--- src/design/dfs_pkg.sv ---
// constants and types of the drive fault supervisor
// Functional notes
// - current above pre-alarm level for pre-alarm delay raises pre-alarm and code
// - phase-loss enable: 0 off, 1 output only, 2 input only, 3 both
// - input phase loss held for programmed delay raises fault, coast stop
// - output current above reference with output check on, after 5 s fault
// - max/min phase ratio above coefficient over 10 s faults; 1.00 disables
// - feedback-loss reaction: none, alarm hold, fault coast, alarm decelerate
// - feedback below threshold continuously for detection time triggers reaction
// - serial reaction: 0 fault coast, 1 alarm run, 2 alarm stop
// - no valid serial frame within timeout declares link failure
// - serial timeout of zero disables the serial check
// - keypad reaction: 0 fault coast, 1 fault run, 2 fault stop
// - no keypad data within keypad timeout declares keypad failure
// - storage error: 0 fault coast, 1 alarm and run
// - overload tens digit 2: current at or above threshold for time raises overload
// - count overcurrent/module faults; above limit refuse resets until power cycle
// - knob start digit select: units, tens, hundreds, thousands
// - pre-alarm threshold is percent of rated current, 20 to 200
package dfs_pkg;
   localparam int CLK_HZ = 40_000_000;
   localparam int TICK_MS = 100;                     // timer resolution 0.1 s
   localparam int TICK_CYC = CLK_HZ / 1000 * TICK_MS;
   localparam int OPL_DELAY_S = 5;                   // fixed output phase delay
   localparam int IMB_DELAY_S = 10;                  // imbalance persistence
   localparam logic [15:0] OPL_TICKS = 16'(OPL_DELAY_S * 1000 / TICK_MS);
   localparam logic [15:0] IMB_TICKS = 16'(IMB_DELAY_S * 1000 / TICK_MS);
   localparam logic [9:0] IMB_OFF = 10'h064;         // coefficient 1.00 in hundredths
   localparam logic [9:0] PRE_MIN = 10'h014;         // 20 percent
   localparam logic [9:0] PRE_MAX = 10'h0C8;         // 200 percent
   localparam logic [3:0] TENS_OVLD = 4'h2;
   localparam logic [7:0] CODE_NONE = 8'h00;
   localparam logic [7:0] CODE_A09 = 8'hA9;
   localparam logic [7:0] CODE_E09 = 8'hE9;
   localparam logic [7:0] CODE_E12 = 8'hEC;
   localparam logic [7:0] CODE_E13 = 8'hED;
   localparam logic [1:0] RX_NONE = 2'h0, RX_HOLD = 2'h1, RX_COAST = 2'h2, RX_DECEL = 2'h3;
   localparam logic [1:0] LK_COAST = 2'h0, LK_RUN = 2'h1, LK_STOP = 2'h2;
   localparam logic [15:0] RST_LIMIT_DEF = 16'h0005;
   localparam logic [1:0] DIGIT_DEF = 2'h1;
   typedef enum logic [2:0] {
      DFS_IDLE = 3'b001,
      DFS_TRIP = 3'b010,
      DFS_LOCK = 3'b100
   } dfs_state_t;
endpackage

--- src/design/dfs_timer.sv ---
// persistence timer: counts ticks while condition holds, clears when it drops
`timescale 1ns/1ps
`default_nettype none
module dfs_timer #(
   parameter int W = 16
) (
   input wire logic clk,
   input wire logic rst_n,
   input wire logic tick,
   input wire logic cond,
   input wire logic [W-1:0] limit,
   output logic expired
);
   logic [W-1:0] cnt_r;
   // count while the condition stands, restart otherwise
   always_ff @(posedge clk) begin
      if (!rst_n || !cond) begin
         cnt_r <= '0;
      end else if (tick && cnt_r < limit) begin
         cnt_r <= cnt_r + 1'b1;
      end
   end
   assign expired = cond && (cnt_r >= limit);
   timer_restart_a: assert property (@(posedge clk) disable iff (!rst_n)
      !cond |=> cnt_r == '0) else $error("timer not restarted");
endmodule
`default_nettype wire

--- src/design/dfs_top.sv ---
// drive fault supervisor top: thresholds, timers, reactions, reset limiting
`timescale 1ns/1ps
`default_nettype none
module dfs_top import dfs_pkg::*; #(
   parameter int TICK_CYCLES = TICK_CYC
) (
   input wire logic clk,
   input wire logic rst_n,
   input wire logic [9:0] out_cur_pct,
   input wire logic [9:0] ph_a_cur,
   input wire logic [9:0] ph_b_cur,
   input wire logic [9:0] ph_c_cur,
   input wire logic [9:0] prealarm_pct,
   input wire logic [15:0] prealarm_dly,
   input wire logic [1:0] phase_en,
   input wire logic in_phase_lost,
   input wire logic [15:0] in_phase_dly,
   input wire logic [9:0] opl_ref_pct,
   input wire logic [9:0] imb_coef,
   input wire logic [1:0] fb_mode,
   input wire logic [9:0] fb_val,
   input wire logic [9:0] fb_thresh,
   input wire logic [15:0] fb_dly,
   input wire logic [1:0] ser_mode,
   input wire logic [15:0] ser_tmo,
   input wire logic ser_frame_ok,
   input wire logic [1:0] kp_mode,
   input wire logic [15:0] kp_tmo,
   input wire logic kp_data_ok,
   input wire logic nv_mode,
   input wire logic nv_error,
   input wire logic [3:0] ovl_tens,
   input wire logic [9:0] ovl_pct,
   input wire logic [15:0] ovl_dly,
   input wire logic overcurrent_fault,
   input wire logic module_fault,
   input wire logic [15:0] reset_limit,
   input wire logic fault_reset,
   input wire logic [1:0] knob_digit,
   output logic prealarm,
   output logic [7:0] alarm_code,
   output logic [7:0] fault_code,
   output logic fault,
   output logic alarm,
   output logic coast_stop,
   output logic ramp_stop,
   output logic hold_freq,
   output logic reset_locked,
   output logic [3:0] knob_digit_sel
);
   logic [$clog2(TICK_CYCLES)-1:0] div_r;
   logic tick_r;
   // 0.1 s time base shared by every timer
   always_ff @(posedge clk) begin
      if (!rst_n || div_r == ($clog2(TICK_CYCLES))'(TICK_CYCLES - 1)) begin
         div_r <= '0;
      end else begin
         div_r <= div_r + 1'b1;
      end
   end
   always_ff @(posedge clk) begin
      tick_r <= rst_n && div_r == ($clog2(TICK_CYCLES))'(TICK_CYCLES - 1);
   end

   // phase-loss enable decode and thresholds
   logic in_en, out_en, pre_c, ipl_c, opl_c, imb_c, fb_c, ovl_c;
   logic [9:0] pre_lvl, ph_max, ph_min;
   assign in_en = phase_en[1];
   assign out_en = phase_en[0];
   assign pre_lvl = (prealarm_pct < PRE_MIN) ? PRE_MIN : (prealarm_pct > PRE_MAX) ? PRE_MAX : prealarm_pct;
   assign pre_c = out_cur_pct > pre_lvl;
   assign ipl_c = in_en && in_phase_lost;
   assign opl_c = out_en && out_cur_pct > opl_ref_pct;
   always_comb begin
      ph_max = ph_a_cur;
      ph_min = ph_a_cur;
      if (ph_b_cur > ph_max) ph_max = ph_b_cur;
      if (ph_c_cur > ph_max) ph_max = ph_c_cur;
      if (ph_b_cur < ph_min) ph_min = ph_b_cur;
      if (ph_c_cur < ph_min) ph_min = ph_c_cur;
   end
   // ratio max/min > coef/100 checked as max*100 > coef*min
   assign imb_c = imb_coef > IMB_OFF && (20'(ph_max) * 20'(IMB_OFF)) > (20'(imb_coef) * 20'(ph_min));
   assign fb_c = fb_mode != RX_NONE && fb_val < fb_thresh;
   assign ovl_c = ovl_tens == TENS_OVLD && out_cur_pct >= ovl_pct;

   // link watchdogs: condition is absence of valid traffic
   logic ser_c, kp_c;
   assign ser_c = ser_tmo != 16'h0000 && !ser_frame_ok;
   assign kp_c = !kp_data_ok;

   // timer slots, one persistence timer for each supervised condition except the storage error
   localparam int TMR_N = 8;
   localparam int T_PRE = 0;
   localparam int T_IPL = 1;
   localparam int T_OPL = 2;
   localparam int T_IMB = 3;
   localparam int T_FB = 4;
   localparam int T_OVL = 5;
   localparam int T_SER = 6;
   localparam int T_KP = 7;
   logic [TMR_N-1:0] tmr_cond, tmr_exp;
   logic [15:0] tmr_limit [TMR_N];
   logic pre_x, ipl_x, opl_x, imb_x, fb_x, ovl_x, ser_x, kp_x;
   // gather conditions into their slots
   assign tmr_cond[T_PRE] = pre_c;
   assign tmr_cond[T_IPL] = ipl_c;
   assign tmr_cond[T_OPL] = opl_c;
   assign tmr_cond[T_IMB] = imb_c;
   assign tmr_cond[T_FB] = fb_c;
   assign tmr_cond[T_OVL] = ovl_c;
   assign tmr_cond[T_SER] = ser_c;
   assign tmr_cond[T_KP] = kp_c;
   // limits in ticks; output phase and imbalance delays are fixed
   assign tmr_limit[T_PRE] = prealarm_dly;
   assign tmr_limit[T_IPL] = in_phase_dly;
   assign tmr_limit[T_OPL] = OPL_TICKS;
   assign tmr_limit[T_IMB] = IMB_TICKS;
   assign tmr_limit[T_FB] = fb_dly;
   assign tmr_limit[T_OVL] = ovl_dly;
   assign tmr_limit[T_SER] = ser_tmo;
   assign tmr_limit[T_KP] = kp_tmo;
   // one timer per slot, all on the shared tick
   for (genvar gi = 0; gi < TMR_N; gi++) begin : g_tmr
      dfs_timer u_tmr (
         .clk(clk),
         .rst_n(rst_n),
         .tick(tick_r),
         .cond(tmr_cond[gi]),
         .limit(tmr_limit[gi]),
         .expired(tmr_exp[gi])
      );
   end
   // expiry flags by name for the reaction decode
   assign pre_x = tmr_exp[T_PRE];
   assign ipl_x = tmr_exp[T_IPL];
   assign opl_x = tmr_exp[T_OPL];
   assign imb_x = tmr_exp[T_IMB];
   assign fb_x = tmr_exp[T_FB];
   assign ovl_x = tmr_exp[T_OVL];
   assign ser_x = tmr_exp[T_SER];
   assign kp_x = tmr_exp[T_KP];

   // reaction decode for this cycle
   logic f_now, a_now, c_now, r_now, h_now;
   logic [7:0] fcode_now;
   always_comb begin
      f_now = 1'b0;
      a_now = 1'b0;
      c_now = 1'b0;
      r_now = 1'b0;
      h_now = 1'b0;
      fcode_now = CODE_NONE;
      if (ipl_x) begin
         f_now = 1'b1;
         c_now = 1'b1;
         fcode_now = CODE_E12;
      end else if (opl_x || imb_x) begin
         f_now = 1'b1;
         c_now = opl_x;
         fcode_now = CODE_E13;
      end else if (ovl_x) begin
         f_now = 1'b1;
         c_now = 1'b1;
         fcode_now = CODE_E09;
      end
      if (fb_x) begin
         case (fb_mode)
            RX_HOLD: begin
               a_now = 1'b1;
               h_now = 1'b1;
            end
            RX_COAST: begin
               f_now = 1'b1;
               c_now = 1'b1;
            end
            RX_DECEL: begin
               a_now = 1'b1;
               r_now = 1'b1;
            end
            default: ;
         endcase
      end
      if (ser_x) begin
         case (ser_mode)
            LK_COAST: begin
               f_now = 1'b1;
               c_now = 1'b1;
            end
            LK_RUN: a_now = 1'b1;
            LK_STOP: begin
               a_now = 1'b1;
               r_now = 1'b1;
            end
            default: a_now = 1'b1;
         endcase
      end
      if (kp_x) begin
         case (kp_mode)
            LK_COAST: begin
               f_now = 1'b1;
               c_now = 1'b1;
            end
            LK_RUN: f_now = 1'b1;
            LK_STOP: begin
               f_now = 1'b1;
               r_now = 1'b1;
            end
            default: f_now = 1'b1;
         endcase
      end
      if (nv_error) begin
         if (nv_mode) begin
            a_now = 1'b1;
         end else begin
            f_now = 1'b1;
            c_now = 1'b1;
         end
      end
   end

   // fault latch state machine: trips hold until an accepted reset
   dfs_state_t st_r, st_nxt;
   logic [15:0] oc_cnt_r;
   logic oc_prev_r, mod_prev_r, lock_now;
   assign lock_now = oc_cnt_r > reset_limit;
   always_comb begin
      case (st_r)
         DFS_IDLE: st_nxt = f_now ? DFS_TRIP : DFS_IDLE;
         DFS_TRIP: st_nxt = lock_now ? DFS_LOCK : (fault_reset && !f_now) ? DFS_IDLE : DFS_TRIP;
         DFS_LOCK: st_nxt = DFS_LOCK; // only a power cycle leaves
         default: st_nxt = DFS_IDLE;
      endcase
   end
   always_ff @(posedge clk) begin
      if (!rst_n) st_r <= DFS_IDLE;
      else st_r <= st_nxt;
   end

   // count rising overcurrent and module faults, saturating
   always_ff @(posedge clk) begin
      if (!rst_n) begin
         oc_cnt_r <= 16'h0000;
         oc_prev_r <= 1'b0;
         mod_prev_r <= 1'b0;
      end else begin
         oc_prev_r <= overcurrent_fault;
         mod_prev_r <= module_fault;
         if (((overcurrent_fault && !oc_prev_r) || (module_fault && !mod_prev_r)) && oc_cnt_r != 16'hFFFF)
            oc_cnt_r <= oc_cnt_r + 16'h0001;
      end
   end

   // registered outputs
   logic [7:0] fcode_r;
   always_ff @(posedge clk) begin
      if (!rst_n) begin
         prealarm <= 1'b0;
         alarm_code <= CODE_NONE;
         fault_code <= CODE_NONE;
         fcode_r <= CODE_NONE;
         fault <= 1'b0;
         alarm <= 1'b0;
         coast_stop <= 1'b0;
         ramp_stop <= 1'b0;
         hold_freq <= 1'b0;
         reset_locked <= 1'b0;
      end else begin
         prealarm <= pre_x;
         alarm_code <= pre_x ? CODE_A09 : CODE_NONE;
         if (st_r == DFS_IDLE && f_now) fcode_r <= fcode_now;
         else if (st_nxt == DFS_IDLE) fcode_r <= CODE_NONE;
         fault_code <= (st_r == DFS_IDLE && f_now) ? fcode_now : (st_nxt == DFS_IDLE ? CODE_NONE : fcode_r);
         fault <= st_nxt != DFS_IDLE;
         alarm <= a_now || pre_x;
         coast_stop <= c_now || (st_nxt != DFS_IDLE && coast_stop);
         ramp_stop <= r_now;
         hold_freq <= h_now;
         reset_locked <= st_nxt == DFS_LOCK;
      end
   end

   // knob start digit one-hot select
   always_ff @(posedge clk) begin
      if (!rst_n) knob_digit_sel <= 4'h1 << DIGIT_DEF;
      else knob_digit_sel <= 4'h1 << knob_digit;
   end

   pre_out_a: assert property (@(posedge clk) disable iff (!rst_n)
      pre_x |=> prealarm && alarm_code == CODE_A09) else $error("pre-alarm missing");
   phase_dec_a: assert property (@(posedge clk) disable iff (!rst_n)
      phase_en == 2'h1 |-> !in_en && out_en) else $error("phase decode");
   in_phase_a: assert property (@(posedge clk) disable iff (!rst_n)
      ipl_x |=> fault && coast_stop) else $error("input phase fault");
   out_phase_a: assert property (@(posedge clk) disable iff (!rst_n)
      !out_en |-> !opl_c) else $error("output phase gate");
   imb_off_a: assert property (@(posedge clk) disable iff (!rst_n)
      imb_coef == IMB_OFF |-> !imb_c) else $error("imbalance not disabled");
   fb_hold_a: assert property (@(posedge clk) disable iff (!rst_n)
      fb_x && fb_mode == RX_HOLD |=> alarm && hold_freq) else $error("feedback hold");
   ser_off_a: assert property (@(posedge clk) disable iff (!rst_n)
      ser_tmo == 16'h0000 |-> !ser_x) else $error("serial check not off");
   lock_hold_a: assert property (@(posedge clk) disable iff (!rst_n)
      st_r == DFS_LOCK |=> st_r == DFS_LOCK ##1 reset_locked) else $error("lock released");
   lock_refuse_a: assert property (@(posedge clk) disable iff (!rst_n)
      st_r == DFS_LOCK && fault_reset |=> fault && reset_locked) else $error("reset accepted while locked");
   nv_alarm_a: assert property (@(posedge clk) disable iff (!rst_n)
      nv_error && nv_mode && !ipl_x && !opl_x && !imb_x && !ovl_x && !fb_x && !ser_x && !kp_x && st_r == DFS_IDLE
      |=> !fault && alarm) else $error("storage alarm");
endmodule
`default_nettype wire

--- config.mk ---
export PLATFORM = sky130hd
export DESIGN_NAME = dfs_top
export DESIGN_NICKNAME = d
export VERILOG_FILES = /design/src/design/dfs_pkg.sv /design/src/design/dfs_timer.sv /design/src/design/dfs_top.sv
export SDC_FILE = /design/constraint.sdc
export NUM_CORES = 1
export LEC_CHECK = 0
export BUFFER_PORTS_ARGS = -buffer_cell sky130_fd_sc_hd__buf_2
export CAP_MARGIN = 20
export CORE_MARGIN = 2
export CORE_UTILIZATION = 25
export CTS_CLUSTER_SIZE = 10
export DETAILED_ROUTE_END_ITERATION = 12
export PLACE_DENSITY = 0.4
export SYNTH_ARGS = -nofsm -noshare
export SYNTH_HDL_FRONTEND = slang
export SYNTH_SLANG_ARGS = --single-unit
--- constraint.sdc ---
create_clock -name clk -period 14.4 [get_ports clk]
set_input_delay 3.6 -clock clk [delete_from_list [all_inputs] [get_ports clk]]
set_output_delay 3.6 -clock clk [all_outputs]
set_load 0.03 [all_outputs]
==> metrics.txt <==
r2r endpoint fcode_r[2]; most frequent cell after synthesis ha_1; vias in the first global route between 15000 and 20000; Crit Reg-Reg Startpoint g_tmr[4].u_tmr.cnt_r[13]; top cells by area, synth dfxtp_1 21%, ha_1 21%, fa_1 7.7%; core region area 0.0688 sq mm; final instance area roughly 0.02 sq mm; Power Total between 3 and 4 mW; Hold Path Class flip-flop to flip-flop; LEAKAGE between 9 and 10 nW; total CTS buffers 17; final WL 51300 um; pre-CTS WS around 130 ps; hold depth 1; initial core utilization 25.3%; Cell Area, Synth roughly 0.017 sq mm; Clock Sinks between 150 and 200; instance count of the mapped netlist approximately 2100; critical path launch point type primary input; DR vias roughly 15000; register-to-register setup slack 11340 ps; Peak VDD IR about 0.16 mV; Yosys warning total 0; initial antenna violation count 4; vias per inst about 4.6; synthesized area per cell 8.16 sq um; post-route ant nets 0; critical path's slowest cell fa_1; CTS tree done; DR pass1 iterations 5; Post-DP Area about 0.02 sq mm; final worst-path setup slack between 700 and 800 ps; Crit Path Class primary input to flip-flop; Die Span Y roughly 270 um; IO buf count roughly 260; Worst slew margin 33.3%; CP arrival 14000 ps; post-synth top area cell dfxtp_1; Placed Cells incl. Taps around 3300; Reg clk slew, reported paths 80 ps; CP endpoint kind flip-flop; Placer Congestion roughly 0.84; CTS root buf clkbuf_16; Layout Skew 19.0 ps; final setup fails 0; DP HPWL around 43000 um; GRT Overall Usage between 10 and 15%; RSZ-0062 raised after global routing no; top-area cell type share of the netlist area 21.4%; reg2reg path depth 10; worst-margin pin slew just under 1000 ps; DIE AREA approximately 0.072 sq mm; status finished clean; Hold EP div_r[0]; largest net degree at the start of global routing 29; share of cells above drive strength 1 between 10% and 20%; fin crit share between 90% and 100%; sequential share of the synthesized area 21.4%; H-tree Lvls 4; Worst Path Required roughly 15000 ps; Yosys reg bits 186; Fin. Hold Viols 0; worst skew pair latency roughly 490 ps; Netlist cell types 76; routed wire length per instance roughly 15 um; initial DRC count approximately 590; DRC 0; Setup Fix Bufs, Post-CTS 0; clk buf depth 2; hold_ws roughly 470 ps; Final Core Density between 20% and 30%; Post-synth top flop dfxtp_1; post-route setup TNS 0 ps; I/O pin count between 200 and 300; first-pass GRT wire length 81200 um; cell repeated most along the worst path fa_1; Max Slew Vio Count 0; antenna diode count 0; Final #Nets a little under 3000; critical path fanouts, max 18; post-route insts no fill 3330; GRT overflow 0; Row Count 96; power per cell area ~170 mW/mm^2; number of synthesized flops with an enable pin 0; Async S/R FF share, synth 0%; Min Clock Period, post-route between 10000 and 15000 ps; max-cap violations 0; die width roughly 270 um; Worst path max stage delay about 560 ps; Fmax achieved 73.4 MHz; area delta synth->final 17.2%; Commonest cells post-synth 296 x ha_1, 294 x inv_1, 196 x nor2_1; hold_sp div_r[0]
[worst max-delay path by stage]
stage                 from         end  slack (ps)  cells past startpoint
2_1_floorplan  ph_a_cur[3]  fcode_r[0]        1220                     45
3_3_place_gp   ph_a_cur[3]  fcode_r[0]         460                     43
3_5_place_dp   ph_a_cur[3]  fcode_r[2]         130                     43
4_1_cts        ph_a_cur[3]  fcode_r[2]         650                     43
5_1_grt        ph_a_cur[3]  coast_stop          80                     44
6_report       ph_a_cur[3]  fcode_r[2]         770                     44
[critical path, delay by kind of cell]
| family | cells | cell delay, ps |
|---|---|---|
| buffers and inverters | 8 | 1060 |
| adder cells (fa/ha/maj) | 9 | 3970 |
| XOR/XNOR | 1 | 110 |
| AND/OR/NAND/NOR | 8 | 1310 |
| multiplexers | 1 | 340 |
| AO/OA/AOI/OAI | 17 | 3620 |
[report_power, final]
part           internal [mW]  switching (mW)  leakage (nW)
clock                  0.252           0.254         0.301
sequential             0.517         0.00243          1.50
combinational           1.01            1.42          8.06
total                   1.78            1.67          9.86
[routing by layer]
layer	part of all wire [%]	up-vias	routed length, um	global-route usage, %
met2	48	198	24400	24.2
li1	-	7778	-	-
met4	1.9	4	984	3.97
met5	0.045	-	23	0
met1	47	7198	24200	19.0
met3	3.1	55	1590	2.53
[cells in the final DEF (no fill, tap or decap), types with 18 or more instances in the layout]
master,n
nor4_1,21
fa_1,67
nand3_1,62
nand2_1,166
inv_1,294
xnor2_1,64
or3_1,20
buf_2,256
nor3_1,24
and3_1,54
xor2_1,77
ha_1,296
dfxtp_1,186
nor2b_1,18
nand4_1,55
a21o_1,32
nor2_1,196
a21oi_1,119
o21ai_0,72
and2_1,69
mux2i_1,24
[area by class of cell]
class	instances	area (sq um)
inverter	295	1110
sequential	186	3720
multi-input combinational	1613	12400
fill	7422	48400
clock buffer	17	425
timing repair buffer	273	1410
tap	931	1160
clock inverter	15	200
[what timing repair did]
| action | in CTS | in global routing |
|---|---|---|
| endpoints found under the setup margin | 0 | 6 |
| gates resized for setup | 0 | 1 |
| hold buffers | 0 | 0 |
| hold endpoints to repair | 0 | 0 |
[kinds of logic after synthesis]
group / after synthesis / share of synthesized area [%]
AND/OR/NAND/NOR: 733 / 20.8
XOR/XNOR: 141 / 7.08
other: 2 / 0.0431
adder cells (fa/ha/maj): 363 / 28.9
buffers and inverters: 345 / 7.75
flip-flops: 186 / 21.4
multiplexers: 26 / 1.50
AO/OA/AOI/OAI: 342 / 12.5
[registers in the layout (all words and copies together) (netlist names)]
| name | count |
|---|---|
| tick_r | 1 |
| alarm | 1 |
| oc_prev_r | 1 |
| knob_digit_sel | 4 |
| g_tmr.u_tmr.cnt_r | 128 |
| st_r | 3 |
| alarm_code | 1 |
| fault | 1 |
| ramp_stop | 1 |
| coast_stop | 1 |
| mod_prev_r | 1 |
| hold_freq | 1 |
| oc_cnt_r | 16 |
| div_r | 22 |
| reset_locked | 1 |
| fcode_r | 3 |
Note: power is estimated with default switching activity, not from simulation.
